`src/acd_pkg.sv`:
```
// Purpose: shared constants and types of the angle conditioning datapath
// Assumes: codes are 13-bit fractions of supply, angles are 16-bit turns of 180 deg mechanical
// Notes: angle unit is 65536 per 180 deg mechanical (360 deg electrical)
package acd_pkg;
	localparam int SAMPLE_W = 14;
	localparam int CODE_W = 13;
	localparam int ANG_W = 16;
	localparam int VEC_W = 18;
	localparam int CORDIC_ITER = 14;
	localparam int DIV_STEPS = 29;
	localparam int TRIM_W = 28;
	localparam int DECIM_LEN_DEF = 16384;
	localparam logic [13:0] SAMPLE_MAX = 14'h3FFF;
	localparam logic [13:0] SAMPLE_MID = 14'h2000;
	localparam logic [12:0] CODE_VALID_LO = 13'h019A;
	localparam logic [12:0] CODE_VALID_HI = 13'h1E66;
	localparam logic [12:0] CODE_SPAN = 13'h1CCC;
	localparam logic [12:0] CODE_CLAMP_LO = 13'h01C2;
	localparam logic [12:0] CODE_CLAMP_HI = 13'h1E8F;
	localparam logic [12:0] CODE_DIAG_LO = 13'h007B;
	localparam logic [15:0] ANG_HALF = 16'h8000;
	localparam logic [15:0] ANG_ZP_STEP = 16'h00B6;
	localparam logic [4:0] ZP_CENTER = 5'h0A;
	localparam logic [4:0] ZP_STEPS = 5'h15;
	localparam logic [16:0] ANG_RANGE_STEP = 17'h0_0E39;
	localparam logic [16:0] ANG_FULL = 17'h1_0000;
	localparam logic [3:0] RANGE_MIN_STEPS = 4'h3;
	localparam logic [3:0] RANGE_FULL_IDX = 4'hF;
	localparam logic [17:0] MAG_MIN = 18'h0_0320;
	localparam logic [27:0] TRIM_RESET = 28'h000_0000;
	typedef enum logic [2:0] {ST_CFG, ST_DIV, ST_WAIT, ST_ROT, ST_MAP, ST_PUSH} acd_state_t;
endpackage

```
`src/acd_datapath.sv`:
```
// Purpose: angle conditioning datapath, bitstreams in, 13-bit ratiometric code out
// Assumes: single free-running clock, modulator bitstreams and trim pins are asynchronous
// Notes: one top module; decimation, arctangent, mapping, trim and output buffer
// Overview of operation
// - each sensor bitstream is decimated by its own filter into a 14-bit sample
// - angle comes from an iterative shift-and-add arctangent, no multipliers
// - angle spans 180 deg mechanical whatever the range, independent of amplitude
// - range and zero point are digitized once after reset and then held
// - result is a 13-bit code for a ratiometric converter
// - valid codes span 5 to 95 percent; the 1 percent band below stays unused
// - below range hold 5-6 percent, above range hold 95-96 percent
// - with the full 180 deg range the output never clamps flat
// - with a range under 180 deg the output jumps between clamp levels at mid-gap, repeating periodically
// - a lost magnet drives the output to a low diagnostic level
// - a serial trim port loads sensor offsets and exposes the raw angle
// - nothing depends on absolute time, so an imprecise RC clock suffices
`timescale 1ns/1ps
`default_nettype none
module acd_datapath #(
	parameter int DECIM_LEN = acd_pkg::DECIM_LEN_DEF
) (
	input wire logic sys_clk_i,
	input wire logic rst_i,
	input wire logic sine_channel_input_i,
	input wire logic cosine_channel_input_i,
	input wire logic zero_point_setting_i,
	input wire logic angle_range_setting_i,
	input wire logic trim_mode_i,
	input wire logic trim_clk_i,
	input wire logic trim_data_i,
	input wire logic dac_ready_i,
	output logic [acd_pkg::CODE_W-1:0] ratiometric_angle_output_o,
	output logic dac_valid_o
);
	import acd_pkg::*;
	// window counts are scaled up to full 14-bit samples; window length must be a power of two
	localparam int DECIM_SH = SAMPLE_W - $clog2(DECIM_LEN);

	// saturating sample from a ones count of one window
	function automatic logic [13:0] sat_sample(input logic [14:0] ones);
		sat_sample = ones[14] ? SAMPLE_MAX : ones[13:0];
	endfunction

	// atan(2^-i) in angle units of the electrical turn
	function automatic logic [15:0] atan_lut(input logic [4:0] i);
		case (i)
			5'd0: atan_lut = 16'h2000;
			5'd1: atan_lut = 16'h12E4;
			5'd2: atan_lut = 16'h09FB;
			5'd3: atan_lut = 16'h0511;
			5'd4: atan_lut = 16'h028B;
			5'd5: atan_lut = 16'h0146;
			5'd6: atan_lut = 16'h00A3;
			5'd7: atan_lut = 16'h0051;
			5'd8: atan_lut = 16'h0029;
			5'd9: atan_lut = 16'h0014;
			5'd10: atan_lut = 16'h000A;
			5'd11: atan_lut = 16'h0005;
			5'd12: atan_lut = 16'h0003;
			default: atan_lut = 16'h0001;
		endcase
	endfunction

	// centred, offset-corrected channel value
	function automatic logic signed [17:0] centre(input logic [13:0] s, input logic [13:0] off);
		centre = $signed({4'h0, s}) - $signed({4'h0, SAMPLE_MID}) - $signed({{4{off[13]}}, off});
	endfunction

	// synchronisers: bit 0 sin, 1 cos, 2 zero point, 3 range, 4 trim mode, 5 trim clk, 6 trim data
	logic [6:0] pin_s1_reg;
	logic [6:0] pin_s2_reg;
	logic trim_clk_d_reg;
	logic trim_mode_d_reg;
	always_ff @(posedge sys_clk_i) begin
		if (rst_i) begin
			pin_s1_reg <= 7'h00;
			pin_s2_reg <= 7'h00;
			trim_clk_d_reg <= 1'b0;
			trim_mode_d_reg <= 1'b0;
		end else begin
			pin_s1_reg <= {trim_data_i, trim_clk_i, trim_mode_i, angle_range_setting_i,
				zero_point_setting_i, cosine_channel_input_i, sine_channel_input_i};
			pin_s2_reg <= pin_s1_reg;
			trim_clk_d_reg <= pin_s2_reg[5];
			trim_mode_d_reg <= pin_s2_reg[4];
		end
	end

	// decimation: all four bitstreams share one window counter
	logic [13:0] win_reg, win_next;
	logic [14:0] ones_reg [4];
	logic [14:0] ones_next [4];
	logic [13:0] samp_reg [4];
	logic [13:0] samp_next [4];
	logic stb_reg, stb_next;
	always_comb begin
		win_next = win_reg + 14'h0001;
		stb_next = 1'b0;
		for (int c = 0; c < 4; c++) begin
			ones_next[c] = ones_reg[c] + {14'h0000, pin_s2_reg[c]};
			samp_next[c] = samp_reg[c];
		end
		if (win_reg == 14'(DECIM_LEN - 1)) begin
			win_next = 14'h0000;
			stb_next = 1'b1;
			for (int c = 0; c < 4; c++) begin
				samp_next[c] = sat_sample(15'(ones_next[c] << DECIM_SH));
				ones_next[c] = 15'h0000;
			end
		end
	end
	always_ff @(posedge sys_clk_i) begin
		if (rst_i) begin
			win_reg <= 14'h0000;
			stb_reg <= 1'b0;
			for (int c = 0; c < 4; c++) begin
				ones_reg[c] <= 15'h0000;
				samp_reg[c] <= 14'h0000;
			end
		end else begin
			win_reg <= win_next;
			stb_reg <= stb_next;
			for (int c = 0; c < 4; c++) begin
				ones_reg[c] <= ones_next[c];
				samp_reg[c] <= samp_next[c];
			end
		end
	end

	// trim port: shift on trim clock rising edges, offsets taken when trim mode ends
	logic [27:0] tshift_reg, tshift_next;
	logic [27:0] toff_reg, toff_next;
	always_comb begin
		tshift_next = tshift_reg;
		toff_next = toff_reg;
		if (pin_s2_reg[4] && pin_s2_reg[5] && !trim_clk_d_reg) begin
			tshift_next = {tshift_reg[26:0], pin_s2_reg[6]};
		end
		if (trim_mode_d_reg && !pin_s2_reg[4]) begin
			toff_next = tshift_reg;
		end
	end
	always_ff @(posedge sys_clk_i) begin
		if (rst_i) begin
			tshift_reg <= TRIM_RESET;
			toff_reg <= TRIM_RESET;
		end else begin
			tshift_reg <= tshift_next;
			toff_reg <= toff_next;
		end
	end

	// main sequencer
	acd_state_t st_reg, st_next;
	logic [4:0] cnt_reg, cnt_next;
	logic signed [17:0] x_reg, x_next, y_reg, y_next;
	logic [15:0] z_reg, z_next;
	logic [15:0] zp_reg, zp_next;
	logic [16:0] range_reg, range_next;
	logic [16:0] rem_reg, rem_next;
	logic [28:0] quo_reg, quo_next;
	logic [12:0] code_reg, code_next;
	logic buf_in_ready;
	logic [4:0] zp_idx;
	logic [17:0] rem_try;
	logic [15:0] rel;
	logic [15:0] excess;
	logic [15:0] gap_half;
	logic [32:0] prod;
	always_comb begin
		st_next = st_reg;
		cnt_next = cnt_reg;
		x_next = x_reg;
		y_next = y_reg;
		z_next = z_reg;
		zp_next = zp_reg;
		range_next = range_reg;
		rem_next = rem_reg;
		quo_next = quo_reg;
		code_next = code_reg;
		zp_idx = 5'((19'(samp_reg[2]) * 19'(ZP_STEPS)) >> 14);
		rem_try = {rem_reg, quo_reg[28]} - {1'b0, range_reg};
		rel = z_reg - zp_reg;
		excess = 16'(17'(rel) - range_reg);
		gap_half = 16'((ANG_FULL - range_reg) >> 1);
		prod = 33'(rel) * 33'(quo_reg[16:0]);
		case (st_reg)
			ST_CFG: begin
				if (stb_reg) begin
					zp_next = 16'((zp_idx - ZP_CENTER) * ANG_ZP_STEP);
					range_next = (samp_reg[3][13:10] == RANGE_FULL_IDX) ? ANG_FULL :
						(17'(samp_reg[3][13:10]) + 17'(RANGE_MIN_STEPS)) * ANG_RANGE_STEP;
					quo_next = {CODE_SPAN, 16'h0000};
					rem_next = 17'h0_0000;
					cnt_next = 5'd0;
					st_next = ST_DIV;
				end
			end
			ST_DIV: begin
				// gain = span / range in 13.16, computed once so the loop needs no divider
				if (!rem_try[17]) begin
					rem_next = rem_try[16:0];
					quo_next = {quo_reg[27:0], 1'b1};
				end else begin
					rem_next = {rem_reg[15:0], quo_reg[28]};
					quo_next = {quo_reg[27:0], 1'b0};
				end
				cnt_next = cnt_reg + 5'd1;
				if (cnt_reg == 5'(DIV_STEPS - 1)) begin
					st_next = ST_WAIT;
				end
			end
			ST_WAIT: begin
				// samples arriving while busy are dropped; the next one is fresher anyway
				if (stb_reg) begin
					x_next = centre(samp_reg[1], toff_reg[13:0]);
					y_next = centre(samp_reg[0], toff_reg[27:14]);
					z_next = 16'h0000;
					if (centre(samp_reg[1], toff_reg[13:0]) < 0) begin
						x_next = -centre(samp_reg[1], toff_reg[13:0]);
						y_next = -centre(samp_reg[0], toff_reg[27:14]);
						z_next = ANG_HALF;
					end
					cnt_next = 5'd0;
					st_next = ST_ROT;
				end
			end
			ST_ROT: begin
				if (y_reg >= 0) begin
					x_next = x_reg + (y_reg >>> cnt_reg);
					y_next = y_reg - (x_reg >>> cnt_reg);
					z_next = z_reg + atan_lut(cnt_reg);
				end else begin
					x_next = x_reg - (y_reg >>> cnt_reg);
					y_next = y_reg + (x_reg >>> cnt_reg);
					z_next = z_reg - atan_lut(cnt_reg);
				end
				cnt_next = cnt_reg + 5'd1;
				if (cnt_reg == 5'(CORDIC_ITER - 1)) begin
					st_next = ST_MAP;
				end
			end
			ST_MAP: begin
				if ($unsigned(x_reg) < MAG_MIN) begin
					code_next = CODE_DIAG_LO;
				end else if (pin_s2_reg[4]) begin
					code_next = z_reg[15:3];
				end else if (17'(rel) < range_reg) begin
					code_next = CODE_VALID_LO + prod[28:16];
					if (prod[28:16] > CODE_SPAN) begin
						code_next = CODE_VALID_HI;
					end
				end else if (excess < gap_half) begin
					code_next = CODE_CLAMP_HI;
				end else begin
					code_next = CODE_CLAMP_LO;
				end
				st_next = ST_PUSH;
			end
			ST_PUSH: begin
				if (buf_in_ready) begin
					st_next = ST_WAIT;
				end
			end
			default: st_next = ST_CFG;
		endcase
	end
	always_ff @(posedge sys_clk_i) begin
		if (rst_i) begin
			st_reg <= ST_CFG;
			cnt_reg <= 5'd0;
			x_reg <= 18'sh0_0000;
			y_reg <= 18'sh0_0000;
			z_reg <= 16'h0000;
			zp_reg <= 16'h0000;
			range_reg <= ANG_FULL;
			rem_reg <= 17'h0_0000;
			quo_reg <= 29'h0000_0000;
			code_reg <= CODE_DIAG_LO;
		end else begin
			st_reg <= st_next;
			cnt_reg <= cnt_next;
			x_reg <= x_next;
			y_reg <= y_next;
			z_reg <= z_next;
			zp_reg <= zp_next;
			range_reg <= range_next;
			rem_reg <= rem_next;
			quo_reg <= quo_next;
			code_reg <= code_next;
		end
	end

	// two-entry output buffer; head slot drives the pins directly
	logic [12:0] d0_reg, d0_next, d1_reg, d1_next;
	logic v0_reg, v0_next, v1_reg, v1_next;
	logic push;
	assign buf_in_ready = !v1_reg;
	assign push = (st_reg == ST_PUSH) && buf_in_ready;
	always_comb begin
		d0_next = d0_reg;
		d1_next = d1_reg;
		v0_next = v0_reg;
		v1_next = v1_reg;
		if (v0_reg && dac_ready_i) begin
			d0_next = d1_reg;
			v0_next = v1_reg;
			v1_next = 1'b0;
		end
		if (push) begin
			if (!v0_next) begin
				d0_next = code_reg;
				v0_next = 1'b1;
			end else begin
				d1_next = code_reg;
				v1_next = 1'b1;
			end
		end
	end
	always_ff @(posedge sys_clk_i) begin
		if (rst_i) begin
			d0_reg <= CODE_DIAG_LO;
			d1_reg <= CODE_DIAG_LO;
			v0_reg <= 1'b0;
			v1_reg <= 1'b0;
		end else begin
			d0_reg <= d0_next;
			d1_reg <= d1_next;
			v0_reg <= v0_next;
			v1_reg <= v1_next;
		end
	end
	assign ratiometric_angle_output_o = d0_reg;
	assign dac_valid_o = v0_reg;
endmodule
`default_nettype wire

```
`config.mk`:
```
export PLATFORM = sky130hd
export DESIGN_NAME = acd_datapath
export DESIGN_NICKNAME = d
export VERILOG_FILES = /design/src/acd_pkg.sv /design/src/acd_datapath.sv
export SDC_FILE = /design/constraint.sdc
export NUM_CORES = 2
export LEC_CHECK = 0
export ABC_AREA = 1
export BUFFER_PORTS_ARGS = -buffer_cell sky130_fd_sc_hd__clkbuf_2
export CAP_MARGIN = 0
export CORE_UTILIZATION = 30
export CTS_BUF_LIST = sky130_fd_sc_hd__clkbuf_8
export DETAILED_ROUTE_END_ITERATION = 7
export GPL_TIMING_DRIVEN = 1
export PLACE_DENSITY = 0.44
export SLEW_MARGIN = 20
export SYNTH_ARGS = -nofsm -noshare
export SYNTH_HDL_FRONTEND = slang
export SYNTH_SLANG_ARGS = --single-unit
```
`constraint.sdc`:
```
create_clock -name sys_clk_i -period 7.45 [get_ports sys_clk_i]
set_clock_uncertainty 0.05 [all_clocks]
set_input_delay 0.745 -clock sys_clk_i [delete_from_list [all_inputs] [get_ports sys_clk_i]]
set_output_delay 0.745 -clock sys_clk_i [all_outputs]
set_load 0.02 [all_outputs]
```
==> metrics.md <==
| Metric | Value |
|---|---|
| Initial antenna violation count | `1` |
| ANT nets after route | `0` |
| Die ar. | `120800 um^2` |
| Worst-path maximum fanout | `6` |
| Post-layout min period | `7.457 ns` |
| Die width | `about 350 um` |
| Hold WC Path Type | `input port to flip-flop` |
| Max FFs per register | `60` |
| CTS buffer count | `78` |
| Final Wtd Congestion | `between 0.8 and 0.9` |
| Yosys warns | `0` |
| Clk slew on worst S/H paths | `0.06 ns` |
| Seq cells post-synth | `386` |
| Initial core utilization | `0.3029` |
| Power Dens Cells | `between 100 and 150 nW/um^2` |
| CTS Buffer Depth | `3` |
| Critical Path AT | `8.02 ns` |
| 1st-iter DRT viols | `1874` |
| Critical Path End Type | `flip-flop` |
| Seq/Total Area, Yosys | `0.2157` |
| Vias in the first global route | `32.20k` |
| WP data required | `8.01 ns` |
| WL final | `approximately 110 mm` |
| Synthesized area | `35820 um^2` |
| FP Rows | `between 100 and 150` |
| Final cell count without fillers | `a little under 7k` |
| Dpl cell area | `39080 um^2` |
| Worst slew margin | `0.3053` |
| CTS Hold Buffers Added | `0` |
| Period utilization | `1.001` |
| Critical path's slowest cell | `fa_2` |
| Worst setup SP type | `flip-flop` |
| Hold Vio Cnt, Final | `0` |
| Share of cells above drive strength 1 | `0.1459` |
| Status | `complete, but fails checks` |
| Max-Cap Viols | `0` |
| Area Overhead vs Synth | `19.43%` |
| Avg Vias per Cell | `roughly 4.7` |
| EDFF count, synth | `0` |
| Slew @ Worst Pin | `1.034 ns` |
| Worst-case vdd ir drop | `0.1186 mV` |
| Slew Viols, Final | `0` |
| Total Routing Usage GR | `0.1802` |
| Peak Freq | `134.1 MHz` |
| Post-DP HPWL | `about 83 mm` |
| CP Class | `flip-flop to flip-flop` |
| Leading cell type in the layout, fill and taps excluded | `nand2_1` |
| DR vias | `about 32k` |
| Critical path's largest stage delay | `0.55 ns` |
| # IOs | `24` |
| Wire per inst | `15.59 um` |
| # DRC | `0` |
| Failing checks | `negative setup slack` |
| Largest net degree at the start of global routing | `80` |
| Global route overflow | `0` |
| Leakage | `20.77 nW` |
| Synth async-reset ratio | `0` |
| Final worst setup slack | `-0.006985 ns` |
| Library cells used by synthesis | `66` |
| First-pass GRT wire length | `174.4 mm` |
| Syn Area/Cell | `7.043 um^2` |
| Die height | `roughly 350 um` |
| Syn Inst Count | `5086` |
| Core Region | `118200 um^2` |
| Port Buffers | `23` |
| Root Buffer | `clkbuf_8` |
| Post-Layout Inst Area | `42780 um^2` |
| DRT Pass-1 Iters | `5` |
| Synth Flop Type | `dfxtp_1` |
| Placed cell count | `6722` |
| # clock sinks | `386` |
| H-tree levels | `3` |
| Final net count | `5938` |
| Most frequent cells in the layout | `nand2_1, inv_1, nor2_1, dfxtp_1, a21oi_1` |
| Net Count, Synth | `between 5k and 6k` |
| CTS tree | `yes` |
| RSZ-0062 raised after global routing | `true` |
| Final setup vio count | `1` |
| Clk_lat worst skew | `~0.75 ns` |
==> timing repair <==
action / 4_1_cts / 5_1_grt
buffers inserted: 59 / 17
gates cloned: 2 / 0
gates resized for setup: 141 / 166
pin swaps: 77 / 103
endpoints found under the setup margin: 13 / 22
==> per-layer routing <==
metal / global-route usage / wire (um) / share of wire
met1: 0.2512 / 54330 / 0.50
met2: 0.2921 / 47830 / 0.44
met3: 0.02260 / 3881 / 0.036
met4: 0.04720 / 2123 / 0.020
met5: 0 / 0 / 0
==> final cells by class <==
| cell class | count | area, um^2 |
|---|---|---|
| multi-input combinational | 3638 | 25270 |
| fill | 12809 | 75460 |
| clock buffer | 101 | 1390 |
| timing repair buffer | 353 | 2714 |
| sequential | 386 | 7732 |
| timing repair inverter | 1 | 7.507 |
| tap | 1536 | 1922 |
| inverter | 886 | 3353 |
| clock inverter | 35 | 381.6 |
| antenna | 2 | 5.005 |
==> critical path: cells and delay by family (launching register included) <==
| family | cells | cell delay [ns] |
|---|---|---|
| flip-flops | 1 | 0.34 |
| buffers and inverters | 11 | 1.04 |
| AO/OA/AOI/OAI | 4 | 0.55 |
| adder cells (fa/ha/maj) | 9 | 3.60 |
| AND/OR/NAND/NOR | 18 | 1.76 |
==> cell usage after synthesis, types with 20 or more instances <==
library cell	count	area [um^2]
nand2_1	1076	4039
inv_1	868	3258
nor2_1	453	1700
dfxtp_1	386	7727
a21oi_1	368	1842
o21ai_0	348	1742
ha_1	347	4342
fa_1	237	4745
nand3_1	190	950.9
xor2_1	136	1191
clkbuf_1	120	450.4
nor3_1	58	290.3
xnor2_1	57	499.2
a31oi_1	51	319.1
o21ai_1	44	220.2
o211ai_1	34	255.2
buf_2	24	120.1
nand4_1	23	143.9
buf_1	21	78.83
or2_2	20	125.1
==> cells by family (layout without fill, tap and decap cells) <==
group           count (synthesis)  in the layout  share of synthesized area
fa+ha+maj                     584            584                     0.2537
xor+xnor                      194            194                    0.04765
compound gates                961            961                     0.1496
simple gates                 1892           1893                     0.2173
mux                             6              6                   0.001712
flops                         386            386                     0.2157
buf+inv                      1063           1376                     0.1143
other cells                     0              2                          0
==> stage by stage <==
| step | hold WS (ns) | setup WS (ns) | power (mW) | TNS [ns] | utilization |
|---|---|---|---|---|---|
| after floorplan | 0.3383 | 0.05543 | 2.334 | 0 | - |
| after global placement | 0.3429 | -0.3636 | 2.420 | -4.207 | 0.3305 |
| after detailed placement | 0.3425 | -0.4412 | 2.422 | -5.297 | 0.3305 |
| after CTS | 0.1196 | -0.002277 | 5.021 | -0.003223 | 0.3544 |
| after global routing | 0.1462 | -0.3551 | 5.146 | -4.006 | 0.3618 |
| final | 0.2160 | -0.006985 | 4.909 | -0.006985 | 0.3618 |
==> power breakdown <==
part           switching (mW)  internal, mW  total, mW
Sequential            0.00526          2.08       2.08
Combinational           0.204        0.0882      0.293
Clock                    1.06          1.47       2.53
==> path summary, 6_finish.rpt <==
| path | start | end | slack [ns] | cells after the start |
|---|---|---|---|---|
| worst max-delay path | z_reg[1] | code_reg[6] | -0.007 | 42 |
| worst min-delay path | zero_point_setting_i | pin_s1_reg[2] | 0.22 | 3 |
| worst max register to register | z_reg[1] | code_reg[6] | -0.007 | 42 |
| worst min register to register | pin_s1_reg[4] | pin_s2_reg[4] | 0.35 | 2 |
No activity file was read; power rests on OpenSTA's default activity.
